==> config.mk <==
export PLATFORM = sky130hd
export DESIGN_NAME = tcg_timing_sequencer
export DESIGN_NICKNAME = d
export VERILOG_FILES = /design/src/tcg_pkg.sv /design/src/tcg_signal_cell.sv /design/src/tcg_sync_edge.sv /design/src/tcg_timing_sequencer.sv
export SDC_FILE = /design/constraint.sdc
export NUM_CORES = 2
export LEC_CHECK = 0
export ABC_AREA = 1
export CAP_MARGIN = 10
export CORE_MARGIN = 2
export CORE_UTILIZATION = 55
export DETAILED_ROUTE_END_ITERATION = 10
export DONT_BUFFER_PORTS = 1
export PLACE_DENSITY = 0.69
export SYNTH_ARGS = -nofsm -noshare
export SYNTH_HDL_FRONTEND = slang
export SYNTH_SLANG_ARGS = --single-unit
export TNS_END_PERCENT = 5
==> constraint.sdc <==
create_clock -name aclk -period 5.5 [get_ports aclk]
set_input_delay 0.275 -clock aclk [delete_from_list [all_inputs] [get_ports aclk]]
set_output_delay 0.275 -clock aclk [all_outputs]
set_load 0.05 [all_outputs]
==> src/tcg_pkg.sv <==
// Package with register map, program field layout and constants of the CCD timing sequencer.
package tcg_pkg;

	// ********************************
	// Sizes
	// ********************************
	localparam int H_WIDTH = 13;
	localparam int V_WIDTH = 12;
	localparam int FRAME_WIDTH = 16;
	localparam int HPROG_DEPTH = 8;
	localparam int VPROG_DEPTH = 8;
	localparam int FPROG_DEPTH = 4;
	localparam int NUM_TERM = 32;
	localparam int PIX_WIDTH = 16;
	// Converter pipeline latency in converter clocks.
	localparam int ADC_LATENCY = 4;

	// ********************************
	// Register byte offsets
	// ********************************
	localparam logic [11:0] OFS_CTRL = 12'h000;
	localparam logic [11:0] OFS_PIN_EN = 12'h004;
	localparam logic [11:0] OFS_POLARITY = 12'h008;
	localparam logic [11:0] OFS_COUNT = 12'h00C;
	localparam logic [11:0] OFS_FRAME = 12'h010;
	localparam logic [11:0] OFS_CMD = 12'h014;
	localparam logic [11:0] OFS_HPROG = 12'h040;
	localparam logic [11:0] OFS_VPROG = 12'h060;
	localparam logic [11:0] OFS_FPROG = 12'h080;

	localparam logic [31:0] CTRL_RESET = 32'h0000_0000;
	localparam logic [31:0] PIN_EN_RESET = 32'h0000_0000;
	localparam logic [31:0] POLARITY_RESET = 32'h0000_0000;
	localparam logic [31:0] PROG_RESET = 32'h0000_0000;

	localparam int CTRL_RUN = 0;
	localparam int CTRL_SLAVE = 1;
	localparam int CTRL_EXTERNAL_EVENT_UNIT_FRAME_RESET = 2;
	localparam int CTRL_EXTERNAL_EVENT_UNIT_FRAME_LOAD = 3;
	localparam int CTRL_EXTERNAL_EVENT_UNIT_STOP = 4;
	localparam int CMD_TRIGGER = 0;

	// ********************************
	// Program word layout
	// ********************************
	localparam int STEP_LSB = 0;
	localparam int TERM_LSB = 13;
	localparam int OP_LSB = 18;
	localparam int HBANK_BIT = 21;
	localparam int FREPEAT_BIT = 18;
	localparam int LINE_LSB = 0;
	localparam int VOP_LSB = 12;
	localparam int VBANK_BIT = 15;

	localparam logic [2:0] HOP_TOGGLE = 3'h1;
	localparam logic [2:0] HOP_LINE_END = 3'h2;
	localparam logic [2:0] HOP_FAST_START = 3'h3;
	localparam logic [2:0] HOP_FAST_STOP = 3'h4;

	localparam logic [2:0] VOP_FRAME_CLEAR = 3'h1;
	localparam logic [2:0] VOP_INIT = 3'h2;
	localparam logic [2:0] VOP_EVENT_START = 3'h3;
	localparam logic [2:0] VOP_EVENT_STOP = 3'h4;
	localparam logic [2:0] VOP_FRAME_END = 3'h5;
	localparam logic [2:0] VOP_CALL = 3'h6;

	// ********************************
	// Terminals and levels
	// ********************************
	localparam int TERM_DUMMY_CLAMP = 24;
	localparam int TERM_BLACK_CLAMP = 25;
	localparam int TERM_BLANK = 26;
	localparam int TERM_HBLANK = 27;
	localparam int TERM_HORIZONTAL_DIVIDE = 28;
	localparam int TERM_FRAME_SYNC = 29;
	localparam int TERM_LINE_SYNC = 30;
	localparam logic [31:0] SIG_DEFAULT = 32'h003F_3FFE;
	localparam logic [31:0] SIG_STANDBY = 32'h033F_3FFE;

	localparam logic [1:0] RESP_OKAY = 2'b00;
	localparam logic [1:0] RESP_SLVERR = 2'b10;

endpackage : tcg_pkg

==> src/tcg_signal_cell.sv <==
// One generated timing signal with toggle state, initial polarity and pin enable.
`timescale 1ns/1ps
`default_nettype none
module tcg_signal_cell
(
	input wire logic aclk,
	input wire logic aresetn,
	input wire logic toggle,
	input wire logic load_init,
	input wire logic init_level,
	input wire logic hold,
	input wire logic hold_level,
	input wire logic reset_level,
	output logic pin
);
	logic state;

	always_ff @(posedge aclk)
	begin
		if (!aresetn)
			state <= 1'b0;
		else if (load_init)
			state <= init_level;
		else if (toggle)
			state <= ~state;
	end

	// The pin shows the reset level in reset, the hold level while held, and the programmed state otherwise.
	always_ff @(posedge aclk)
	begin
		if (!aresetn)
			pin <= reset_level;
		else if (hold)
			pin <= hold_level;
		else
			pin <= load_init ? init_level : (toggle ? ~state : state);
	end

endmodule : tcg_signal_cell
`default_nettype wire

==> src/tcg_sync_edge.sv <==
// Two-flop synchroniser with one-cycle edge pulse.
`timescale 1ns/1ps
`default_nettype none
module tcg_sync_edge
#(
	parameter bit FALLING = 1'b1
)
(
	input wire logic aclk,
	input wire logic aresetn,
	input wire logic async_in,
	output logic edge_pulse
);
	logic s1;
	logic s2;
	logic s3;

	always_ff @(posedge aclk)
	begin
		if (!aresetn)
		begin
			s1 <= 1'b1;
			s2 <= 1'b1;
			s3 <= 1'b1;
			edge_pulse <= 1'b0;
		end
		else
		begin
			s1 <= async_in;
			s2 <= s1;
			s3 <= s2;
			edge_pulse <= FALLING ? (s3 & ~s2) : (s2 & ~s3);
		end
	end
endmodule : tcg_sync_edge
`default_nettype wire

==> src/tcg_timing_sequencer.sv <==
// CCD timing sequencer: counters, programs, output control, converter strobes and AXI4-Lite slave.
//
// Summary of operation
// - 13-bit pixel and 12-bit line counters
// - Sync is generated (master) or taken (slave)
// - Horizontal program toggles signals at pixel steps
// - Pixel counter restarts on sync, line end, trigger
// - Line sequencer advances per line, selects program
// - Frame counter counts frames, clearable two ways
// - Fast transfer counter started by horizontal program
// - Fast pattern repeats until stop command
// - Event counter counts only between start/stop
// - Three trigger actions, each register enabled
// - Per-signal pin enable and initial polarity
// - Sampler runs on reference and signal strobes
// - Pixel output words change on converter clock
// - Blanking zeroes output after pipeline latency
// - Clamp pulses come from programmed pixel steps
// - Standby masks strobes, converter clock, clamps high
// - Clamp, blanking, blank, divide are active low
// - Run bit resets to standby, host starts
// - Outputs disabled at reset, polarity by initialize
//
// Design decisions made here: the register offsets and the AXI4-Lite interface to the registers.
`timescale 1ns/1ps
`default_nettype none
module tcg_timing_sequencer
	import tcg_pkg::*;
(
	input wire logic aclk,
	input wire logic aresetn,
	input wire logic [11:0] s_axi_awaddr,
	input wire logic s_axi_awvalid,
	output logic s_axi_awready,
	input wire logic [31:0] s_axi_wdata,
	input wire logic [3:0] s_axi_wstrb,
	input wire logic s_axi_wvalid,
	output logic s_axi_wready,
	output logic [1:0] s_axi_bresp,
	output logic s_axi_bvalid,
	input wire logic s_axi_bready,
	input wire logic [11:0] s_axi_araddr,
	input wire logic s_axi_arvalid,
	output logic s_axi_arready,
	output logic [31:0] s_axi_rdata,
	output logic [1:0] s_axi_rresp,
	output logic s_axi_rvalid,
	input wire logic s_axi_rready,
	input wire logic line_sync_in,
	input wire logic frame_sync_in,
	input wire logic trigger_in,
	input wire logic [PIX_WIDTH-1:0] adc_data,
	output logic [NUM_TERM-1:0] timing_pins,
	output logic reference_sample_strobe_n,
	output logic signal_sample_strobe_n,
	output logic converter_clock,
	output logic [PIX_WIDTH-1:0] pixel_out
);
	// ********************************
	// Registers
	// ********************************
	logic [31:0] ctrl;
	logic [31:0] pin_en;
	logic [31:0] polarity;
	logic [31:0] hprog [HPROG_DEPTH];
	logic [31:0] vprog [VPROG_DEPTH];
	logic [31:0] fprog [FPROG_DEPTH];
	logic sw_trigger;
	logic halted;
	logic [11:0] wr_addr;
	logic [31:0] wr_data;
	logic [3:0] wr_strb;
	logic wr_go;

	function automatic logic [31:0] merge(input logic [31:0] old, input logic [31:0] nw,
		input logic [3:0] strb);
		logic [31:0] res;
		res = old;
		for (int b = 0; b < 4; b++)
			if (strb[b])
				res[8*b +: 8] = nw[8*b +: 8];
		return res;
	endfunction : merge

	logic wr_hprog;
	logic wr_vprog;
	logic wr_fprog;
	logic wr_known;
	always_comb
	begin
		wr_hprog = wr_addr[11:5] == OFS_HPROG[11:5];
		wr_vprog = wr_addr[11:5] == OFS_VPROG[11:5];
		wr_fprog = wr_addr[11:4] == OFS_FPROG[11:4];
		wr_known = wr_hprog || wr_vprog || wr_fprog || wr_addr == OFS_CTRL
			|| wr_addr == OFS_PIN_EN || wr_addr == OFS_POLARITY || wr_addr == OFS_CMD
			|| wr_addr == OFS_COUNT || wr_addr == OFS_FRAME;
	end

	always_ff @(posedge aclk)
	begin
		if (!aresetn)
		begin
			ctrl <= CTRL_RESET;
			pin_en <= PIN_EN_RESET;
			polarity <= POLARITY_RESET;
			sw_trigger <= 1'b0;
			for (int i = 0; i < HPROG_DEPTH; i++)
				hprog[i] <= PROG_RESET;
			for (int i = 0; i < VPROG_DEPTH; i++)
				vprog[i] <= PROG_RESET;
			for (int i = 0; i < FPROG_DEPTH; i++)
				fprog[i] <= PROG_RESET;
		end
		else
		begin
			sw_trigger <= wr_go && wr_addr == OFS_CMD && wr_strb[0] && wr_data[CMD_TRIGGER];
			if (wr_go)
			begin
				if (wr_addr == OFS_CTRL)
					ctrl <= merge(ctrl, wr_data, wr_strb);
				if (wr_addr == OFS_PIN_EN)
					pin_en <= merge(pin_en, wr_data, wr_strb);
				if (wr_addr == OFS_POLARITY)
					polarity <= merge(polarity, wr_data, wr_strb);
				if (wr_hprog)
					hprog[wr_addr[4:2]] <= merge(hprog[wr_addr[4:2]], wr_data, wr_strb);
				if (wr_vprog)
					vprog[wr_addr[4:2]] <= merge(vprog[wr_addr[4:2]], wr_data, wr_strb);
				if (wr_fprog)
					fprog[wr_addr[3:2]] <= merge(fprog[wr_addr[3:2]], wr_data, wr_strb);
			end
		end
	end

	// ********************************
	// AXI4-Lite write channel
	// ********************************
	// Address and data are taken in either order; the write lands when both are held.
	assign wr_go = !s_axi_awready && !s_axi_wready && !s_axi_bvalid;

	always_ff @(posedge aclk)
	begin
		if (!aresetn)
		begin
			s_axi_awready <= 1'b1;
			s_axi_wready <= 1'b1;
			s_axi_bvalid <= 1'b0;
			s_axi_bresp <= RESP_OKAY;
			wr_addr <= 12'h000;
			wr_data <= 32'h0000_0000;
			wr_strb <= 4'h0;
		end
		else
		begin
			if (s_axi_awvalid && s_axi_awready)
			begin
				wr_addr <= {s_axi_awaddr[11:2], 2'b00};
				s_axi_awready <= 1'b0;
			end
			if (s_axi_wvalid && s_axi_wready)
			begin
				wr_data <= s_axi_wdata;
				wr_strb <= s_axi_wstrb;
				s_axi_wready <= 1'b0;
			end
			if (wr_go)
			begin
				s_axi_bvalid <= 1'b1;
				s_axi_bresp <= wr_known ? RESP_OKAY : RESP_SLVERR;
			end
			if (s_axi_bvalid && s_axi_bready)
			begin
				s_axi_bvalid <= 1'b0;
				s_axi_awready <= 1'b1;
				s_axi_wready <= 1'b1;
			end
		end
	end

	// ********************************
	// Counters and program engines
	// ********************************
	logic phase;
	logic tick;
	logic standby;
	logic slave;
	logic [H_WIDTH-1:0] h_count;
	logic [V_WIDTH-1:0] v_count;
	logic [FRAME_WIDTH-1:0] frame_count;
	logic [H_WIDTH-1:0] f_count;
	logic [15:0] event_count;
	logic fast_run;
	logic event_open;
	logic h_bank;
	logic line_evt;
	logic frame_evt;
	logic external_event_unit_evt;
	logic pin_external_event_unit;

	assign standby = !ctrl[CTRL_RUN];
	assign slave = ctrl[CTRL_SLAVE];
	assign external_event_unit_evt = pin_external_event_unit || sw_trigger;

	tcg_sync_edge #(.FALLING(1'b1)) u_line_sync (.aclk(aclk), .aresetn(aresetn),
		.async_in(line_sync_in), .edge_pulse(line_evt));
	tcg_sync_edge #(.FALLING(1'b1)) u_frame_sync (.aclk(aclk), .aresetn(aresetn),
		.async_in(frame_sync_in), .edge_pulse(frame_evt));
	tcg_sync_edge #(.FALLING(1'b0)) u_trigger (.aclk(aclk), .aresetn(aresetn),
		.async_in(trigger_in), .edge_pulse(pin_external_event_unit));

	// Pixel master clock is aclk/2; tick marks the converter clock falling edge.
	always_ff @(posedge aclk)
	begin
		if (!aresetn || standby)
			phase <= 1'b0;
		else
			phase <= ~phase;
	end
	assign tick = phase && !halted;

	logic [NUM_TERM-1:0] toggles;
	logic line_end;
	logic fast_start;
	logic fast_stop;
	logic fast_repeat;
	always_comb
	begin
		toggles = '0;
		line_end = 1'b0;
		fast_start = 1'b0;
		fast_stop = 1'b0;
		fast_repeat = 1'b0;
		for (int i = 0; i < HPROG_DEPTH; i++)
			if (tick && hprog[i][HBANK_BIT] == h_bank
				&& hprog[i][STEP_LSB +: H_WIDTH] == h_count)
				case (hprog[i][OP_LSB +: 3])
					HOP_TOGGLE: toggles[hprog[i][TERM_LSB +: 5]] = 1'b1;
					HOP_LINE_END: line_end = 1'b1;
					HOP_FAST_START: fast_start = 1'b1;
					HOP_FAST_STOP: fast_stop = 1'b1;
					default: ;
				endcase
		for (int i = 0; i < FPROG_DEPTH; i++)
			if (tick && fast_run && fprog[i][STEP_LSB +: H_WIDTH] == f_count)
			begin
				toggles[fprog[i][TERM_LSB +: 5]] = 1'b1;
				if (fprog[i][FREPEAT_BIT])
					fast_repeat = 1'b1;
			end
	end

	// Several restart sources in one cycle give one restart to zero.
	logic h_restart;
	assign h_restart = !standby && ((slave && line_evt) || line_end
		|| (external_event_unit_evt && ctrl[CTRL_EXTERNAL_EVENT_UNIT_FRAME_LOAD]));

	logic frame_clear;
	logic load_init;
	logic ev_start;
	logic ev_stop;
	logic frame_end;
	logic call;
	logic call_bank;
	always_comb
	begin
		frame_clear = 1'b0;
		load_init = 1'b0;
		ev_start = 1'b0;
		ev_stop = 1'b0;
		frame_end = 1'b0;
		call = 1'b0;
		call_bank = 1'b0;
		for (int i = 0; i < VPROG_DEPTH; i++)
			if (h_restart && vprog[i][LINE_LSB +: V_WIDTH] == v_count)
				case (vprog[i][VOP_LSB +: 3])
					VOP_FRAME_CLEAR: frame_clear = 1'b1;
					VOP_INIT: load_init = 1'b1;
					VOP_EVENT_START: ev_start = 1'b1;
					VOP_EVENT_STOP: ev_stop = 1'b1;
					VOP_FRAME_END: frame_end = 1'b1;
					VOP_CALL:
					begin
						call = 1'b1;
						call_bank = vprog[i][VBANK_BIT];
					end
					default: ;
				endcase
	end

	logic v_restart;
	assign v_restart = !standby && ((slave && frame_evt) || frame_end
		|| (external_event_unit_evt && ctrl[CTRL_EXTERNAL_EVENT_UNIT_FRAME_LOAD]));

	always_ff @(posedge aclk)
	begin
		if (!aresetn || standby)
			h_count <= '0;
		else if (h_restart)
			h_count <= '0;
		else if (tick)
			h_count <= h_count + 1'b1;
	end

	always_ff @(posedge aclk)
	begin
		if (!aresetn || standby)
		begin
			v_count <= '0;
			h_bank <= 1'b0;
		end
		else
		begin
			if (v_restart)
				v_count <= '0;
			else if (h_restart)
				v_count <= v_count + 1'b1;
			if (call)
				h_bank <= call_bank;
		end
	end

	always_ff @(posedge aclk)
	begin
		if (!aresetn)
			frame_count <= '0;
		else if (frame_clear || (external_event_unit_evt && ctrl[CTRL_EXTERNAL_EVENT_UNIT_FRAME_RESET]))
			frame_count <= '0;
		else if (v_restart)
			frame_count <= frame_count + 1'b1;
	end

	always_ff @(posedge aclk)
	begin
		if (!aresetn || standby)
		begin
			fast_run <= 1'b0;
			f_count <= '0;
		end
		else if (fast_stop)
			fast_run <= 1'b0;
		else if (fast_start)
		begin
			fast_run <= 1'b1;
			f_count <= '0;
		end
		else if (fast_run && tick)
			f_count <= fast_repeat ? '0 : f_count + 1'b1;
	end

	always_ff @(posedge aclk)
	begin
		if (!aresetn || standby)
		begin
			event_open <= 1'b0;
			event_count <= 16'h0000;
		end
		else
		begin
			if (ev_start)
			begin
				event_open <= 1'b1;
				event_count <= 16'h0000;
			end
			else if (ev_stop)
				event_open <= 1'b0;
			if (event_open && fast_start && !ev_start)
				event_count <= event_count + 1'b1;
		end
	end

	// A stop trigger freezes timing until software rewrites the control word.
	always_ff @(posedge aclk)
	begin
		if (!aresetn)
			halted <= 1'b0;
		else if (external_event_unit_evt && ctrl[CTRL_EXTERNAL_EVENT_UNIT_STOP] && !standby)
			halted <= 1'b1;
		else if (wr_go && wr_addr == OFS_CTRL)
			halted <= 1'b0;
	end

	// ********************************
	// Output controller
	// ********************************
	logic [NUM_TERM-1:0] sync_hold;
	assign sync_hold = slave ? (32'h0000_0001 << TERM_LINE_SYNC) | (32'h0000_0001 << TERM_FRAME_SYNC)
		: 32'h0000_0000;

	for (genvar t = 0; t < NUM_TERM; t++)
	begin : g_cell
		tcg_signal_cell u_cell (
			.aclk(aclk),
			.aresetn(aresetn),
			.toggle(toggles[t]),
			.load_init(load_init),
			.init_level(polarity[t]),
			.hold(standby || !pin_en[t] || sync_hold[t]),
			.hold_level(standby ? SIG_STANDBY[t] : SIG_DEFAULT[t]),
			.reset_level(SIG_STANDBY[t]),
			.pin(timing_pins[t])
		);
	end

	// ********************************
	// Sampler strobes and converter path
	// ********************************
	always_ff @(posedge aclk)
	begin
		if (!aresetn || standby)
		begin
			reference_sample_strobe_n <= 1'b1;
			signal_sample_strobe_n <= 1'b1;
			converter_clock <= 1'b1;
		end
		else
		begin
			reference_sample_strobe_n <= phase;
			signal_sample_strobe_n <= ~phase;
			converter_clock <= ~phase;
		end
	end

	// Blanking rides the pipeline with the data; standby empties it so no stale word leaves.
	logic [PIX_WIDTH-1:0] data_pipe [ADC_LATENCY];
	logic blank_pipe [ADC_LATENCY];
	always_ff @(posedge aclk)
	begin
		if (!aresetn || standby)
		begin
			for (int i = 0; i < ADC_LATENCY; i++)
			begin
				data_pipe[i] <= '0;
				blank_pipe[i] <= 1'b0;
			end
			pixel_out <= '0;
		end
		else if (tick && !standby)
		begin
			data_pipe[0] <= adc_data;
			blank_pipe[0] <= !timing_pins[TERM_BLANK];
			for (int i = 1; i < ADC_LATENCY; i++)
			begin
				data_pipe[i] <= data_pipe[i-1];
				blank_pipe[i] <= blank_pipe[i-1];
			end
			pixel_out <= blank_pipe[ADC_LATENCY-1] ? '0 : data_pipe[ADC_LATENCY-1];
		end
	end

	// ********************************
	// AXI4-Lite read channel
	// ********************************
	logic [31:0] rd_word;
	logic rd_ok;
	always_comb
	begin
		rd_word = 32'h0000_0000;
		rd_ok = 1'b1;
		if (s_axi_araddr[11:5] == OFS_HPROG[11:5])
			rd_word = hprog[s_axi_araddr[4:2]];
		else if (s_axi_araddr[11:5] == OFS_VPROG[11:5])
			rd_word = vprog[s_axi_araddr[4:2]];
		else if (s_axi_araddr[11:4] == OFS_FPROG[11:4])
			rd_word = fprog[s_axi_araddr[3:2]];
		else
			case ({s_axi_araddr[11:2], 2'b00})
				OFS_CTRL: rd_word = ctrl;
				OFS_PIN_EN: rd_word = pin_en;
				OFS_POLARITY: rd_word = polarity;
				OFS_COUNT: rd_word = {halted, 3'h0, v_count, 3'h0, h_count};
				OFS_FRAME: rd_word = {event_count, frame_count};
				OFS_CMD: rd_word = 32'h0000_0000;
				default: rd_ok = 1'b0;
			endcase
	end

	always_ff @(posedge aclk)
	begin
		if (!aresetn)
		begin
			s_axi_arready <= 1'b1;
			s_axi_rvalid <= 1'b0;
			s_axi_rdata <= 32'h0000_0000;
			s_axi_rresp <= RESP_OKAY;
		end
		else if (s_axi_arvalid && s_axi_arready)
		begin
			s_axi_arready <= 1'b0;
			s_axi_rvalid <= 1'b1;
			s_axi_rdata <= rd_word;
			s_axi_rresp <= rd_ok ? RESP_OKAY : RESP_SLVERR;
		end
		else if (s_axi_rvalid && s_axi_rready)
		begin
			s_axi_rvalid <= 1'b0;
			s_axi_arready <= 1'b1;
		end
	end
endmodule : tcg_timing_sequencer
`default_nettype wire
==> metrics.yaml <==
cts_tree: "done"
fin_ws_ns: 1.09
dieArea_sq_um: 101000
synth_ff_type: "edfxtp_1"
crit_buf_inv: 2
post-route-min-period_ns: 4.41
grt_remaining_overflow: 0
area_growth_pct: 9.68
synthArstFlopShare_pct: 0
p_seq_share_pct: 49.3
die_width_microns: 318
syn_area_sq_um: 54400
fillers: 8559
grt_max_degree: 117
p_leak_nw: 22.0
ys_ff_latch: 1059
crit_type: "flop to flop"
ys_top_cells_by_area: "edfxtp_1 (39%), dfxtp_1 (13%), nor2_1 (8.1%)"
r2r_slack_ns: 1.09
pin_count: 178
slowest_stage: "o21ai_1"
synthXorXnorAreaFrac_pct: 2.06
ctsResizeCount: 0
clk_pin_slew_ns: 0.06
status: "finished clean"
fin_nets: 6519
synth_cells: 6529
port_buffers: 0
place.gp.congestion: 1.03
viasPerCell: 6.40
drt_iter0_drc: 7601
worstHoldStart: "s_axi_araddr[4]"
finalCritPeriodShare_pct: 80.2
max_stage_delay_ns: 0.73
yosysMostFrequentCell: "nor2_1"
yosys.area.top_type: "edfxtp_1"
yosys-top-cells-count: "nor2_1 (1174), nand2_1 (1153), edfxtp_1 (708), inv_1 (703), nand3_1 (377)"
drt.antenna.violating_nets: 0
holdPathEnd: "s_axi_rdata[1]"
drc: 0
gr-usage-all-layers_pct: 42.6
final_layout_size_suffix_gt1_share_pct: 6.11
synth_top_family_by_area: "simple AND/OR/NAND/NOR gates"
dp_slack_ns: 1.20
p_sw_mw: 4.59
grt_pass1_vias: 45800
internal_power_mw: 13.5
vdd_drop_max_mv: 0.346
cts_root_buffer: "clkbuf_16"
powerDensity_nw_per_um2: 304
maxSlewViolCount: 0
worst_r2r_path_depth: 15
first_pass_iters: 7
hpwlAfterDp_mm: 160
synth-edff-count: 708
wl_per_cell_microns: 28.4
yosys_warnings: 0
synthDistinctLibCells: 71
synth_fa_ha_area_share_pct: 0.115
setup_tns_ns: 0
fin_skew_ns: 0.0620
clk_latency_ns: 0.75
antenna_found_initial: 5
critical_path_required_ns: 6.08
crit_top_cell: "nand2_1"
comb_power_share_pct: 6.5
r2r_end: "f_count[2]"
pwr-share-clk_pct: 44.3
syn_avg_cell_area_sq_um: 8.33
hold_viol: 0
crit_family: "simple AND/OR/NAND/NOR gates"
grt_setup_unrepaired: "false"
path_cells: "inv_1 > nand2_1 > nand2_1 > nor2_1 > nand2_1 > nor2_1 > nand2_2 > inv_2 > nand3_1 > nand3_1 > nor3_2 > nand3_1 > nand2_1 > o21ai_1 > nor2_1"
swShare_pct: 25.3
cts.sinks: 1059
setup_viol: 0
die_y_microns: 318
fmax_mhz: 227
clockBufferDepth: 3
cts_buffers: 109
worst_pin_slew_ns: 1.38
synth.area.mux_share_pct: 0
h-tree-depth: 3
rows: 115
ys_seq_area_share_pct: 52.0
synth_simple_gate_area_share_pct: 25.4
r2r_start: "h_count[6]"
wl_mm: 222
slew_headroom_pct: 7.76
synth_compound_area_share_pct: 12.3
dr_total_vias: 50000
postCtsHoldBufs: 70
min_path_type: "input pin to flop"
grt_pass1_wl_mm: 314
coreArea_sq_um: 98100
crit_fanout: 16
cts_setup_buffers: 0
worstSetupEndpointType: "flop"
initial_core_util_pct: 55.4
cp.arrival_ns: 5.00
holdPathStages: 4
yosys.area.top_type_share_pct: 39.1
start_kind: "flop"
maxCapViolations: 0
==> layout make-up <==
class                           instances  area, sq um  area share [%]
Timing Repair Buffer                  148         1330            2.23
Clock inverter                         55          805            1.35
Antenna cell                            6         15.0          0.0252
Multi-Input combinational cell       4384        21800            36.5
Clock buffer                          153         3070            5.16
Sequential cell                      1059        28300            47.4
Tap cell                             1287         1610            2.70
Inverter                              726         2750            4.61
==> cells in the final DEF (no fill, tap or decap), types with 14 or more instances in the layout <==
master / n
a211oi_1: 79
a21oi_1: 231
a221oi_1: 70
a22oi_1: 109
a31oi_1: 32
a41oi_1: 24
buf_4: 76
bufinv_16: 14
clkbuf_1: 27
clkbuf_16: 110
clkbuf_8: 16
dfxtp_1: 351
dlygate4sd3_1: 68
edfxtp_1: 708
inv_1: 697
inv_2: 18
nand2_1: 1147
nand2_2: 20
nand3_1: 377
nand4_1: 159
nor2_1: 1167
nor2_2: 18
nor3_1: 202
nor4_1: 26
o2111ai_1: 20
o211ai_1: 28
o21ai_0: 214
o22ai_1: 114
o311ai_0: 15
o32ai_1: 30
or2_2: 37
xnor2_1: 57
xor2_1: 71
==> worst max path at each step <==
stage                       from          end  slack, ns  depth (start not counted)
finish                h_count[6]   f_count[2]       1.09                         15
global route          h_count[6]   f_count[3]       0.86                         15
CTS                   h_count[6]   f_count[2]       1.20                         15
detailed placement    h_count[6]   f_count[5]       1.20                         15
global placement      h_count[6]   f_count[1]       1.28                         15
floorplan           s_axi_bvalid  fprog[0][0]       2.62                         11
==> cells by family (layout without fill, tap and decap cells) <==
group,after synthesis,in the layout
AO/OA/AOI/OAI,1032,1032
XOR/XNOR,128,128
adder cells (fa/ha/maj),5,5
buffers and inverters,1087,1082
flip-flops,1059,1059
other,1,8
AND/OR/NAND/NOR,3217,3217
==> power groups by stage <==
stage	sequential [mW]	combinational [mW]	clock, mW
final	8.93	1.17	8.03
after global routing	8.94	1.21	8.32
after CTS	8.92	1.11	8.00
after detailed placement	9.09	1.04	0
after global placement	9.09	1.04	0
after floorplan	9.01	0.660	0
==> through the flow <==
| stage | std cells | power [mW] | area [sq um] | utilization (%) | hold slack, ns |
|---|---|---|---|---|---|
| after detailed placement | 7533 | 10.1 | 55000 | 56.0 | 0.359 |
| after global placement | 7533 | 10.1 | 55000 | 56.0 | 0.357 |
| after CTS | 7811 | 18.0 | 59600 | 60.7 | 0.000761 |
| after global routing | 7812 | 18.5 | 59600 | 60.7 | 0.0360 |
| after floorplan | 6530 | 9.67 | 54400 | - | 0.374 |
| final | 7818 | 18.1 | 59600 | 60.8 | 0.0338 |
==> worst register-to-register path: cells and delay by family, from the launching register on <==
family | cells | cell delay (ns)
AOI/OAI and AO/OA | 1 | 0.73
and+or+nand+nor | 12 | 2.04
DFF | 1 | 0.66
buffers and inverters | 2 | 0.88
==> routing by layer <==
metal	vias up	wire [microns]	global-route usage [%]
met5	-	406	0
met4	8	15500	25.7
met3	686	27000	10.0
met2	3526	96700	64.8
met1	23700	81900	55.5
li1	22100	-	-
==> state kept, by name, summed over array words and instances, names as in the netlist, 16 cells and up <==
name,flops
ctrl,32
fprog,128
hprog,256
data_pipe,64
g_cell.u_cell.pin,32
pixel_out,16
s_axi_rdata,32
pin_en,32
g_cell.u_cell.state,32
polarity,32
frame_count,16
wr_data,32
event_count,16
vprog,256
(Power assumes the default switching activity.)
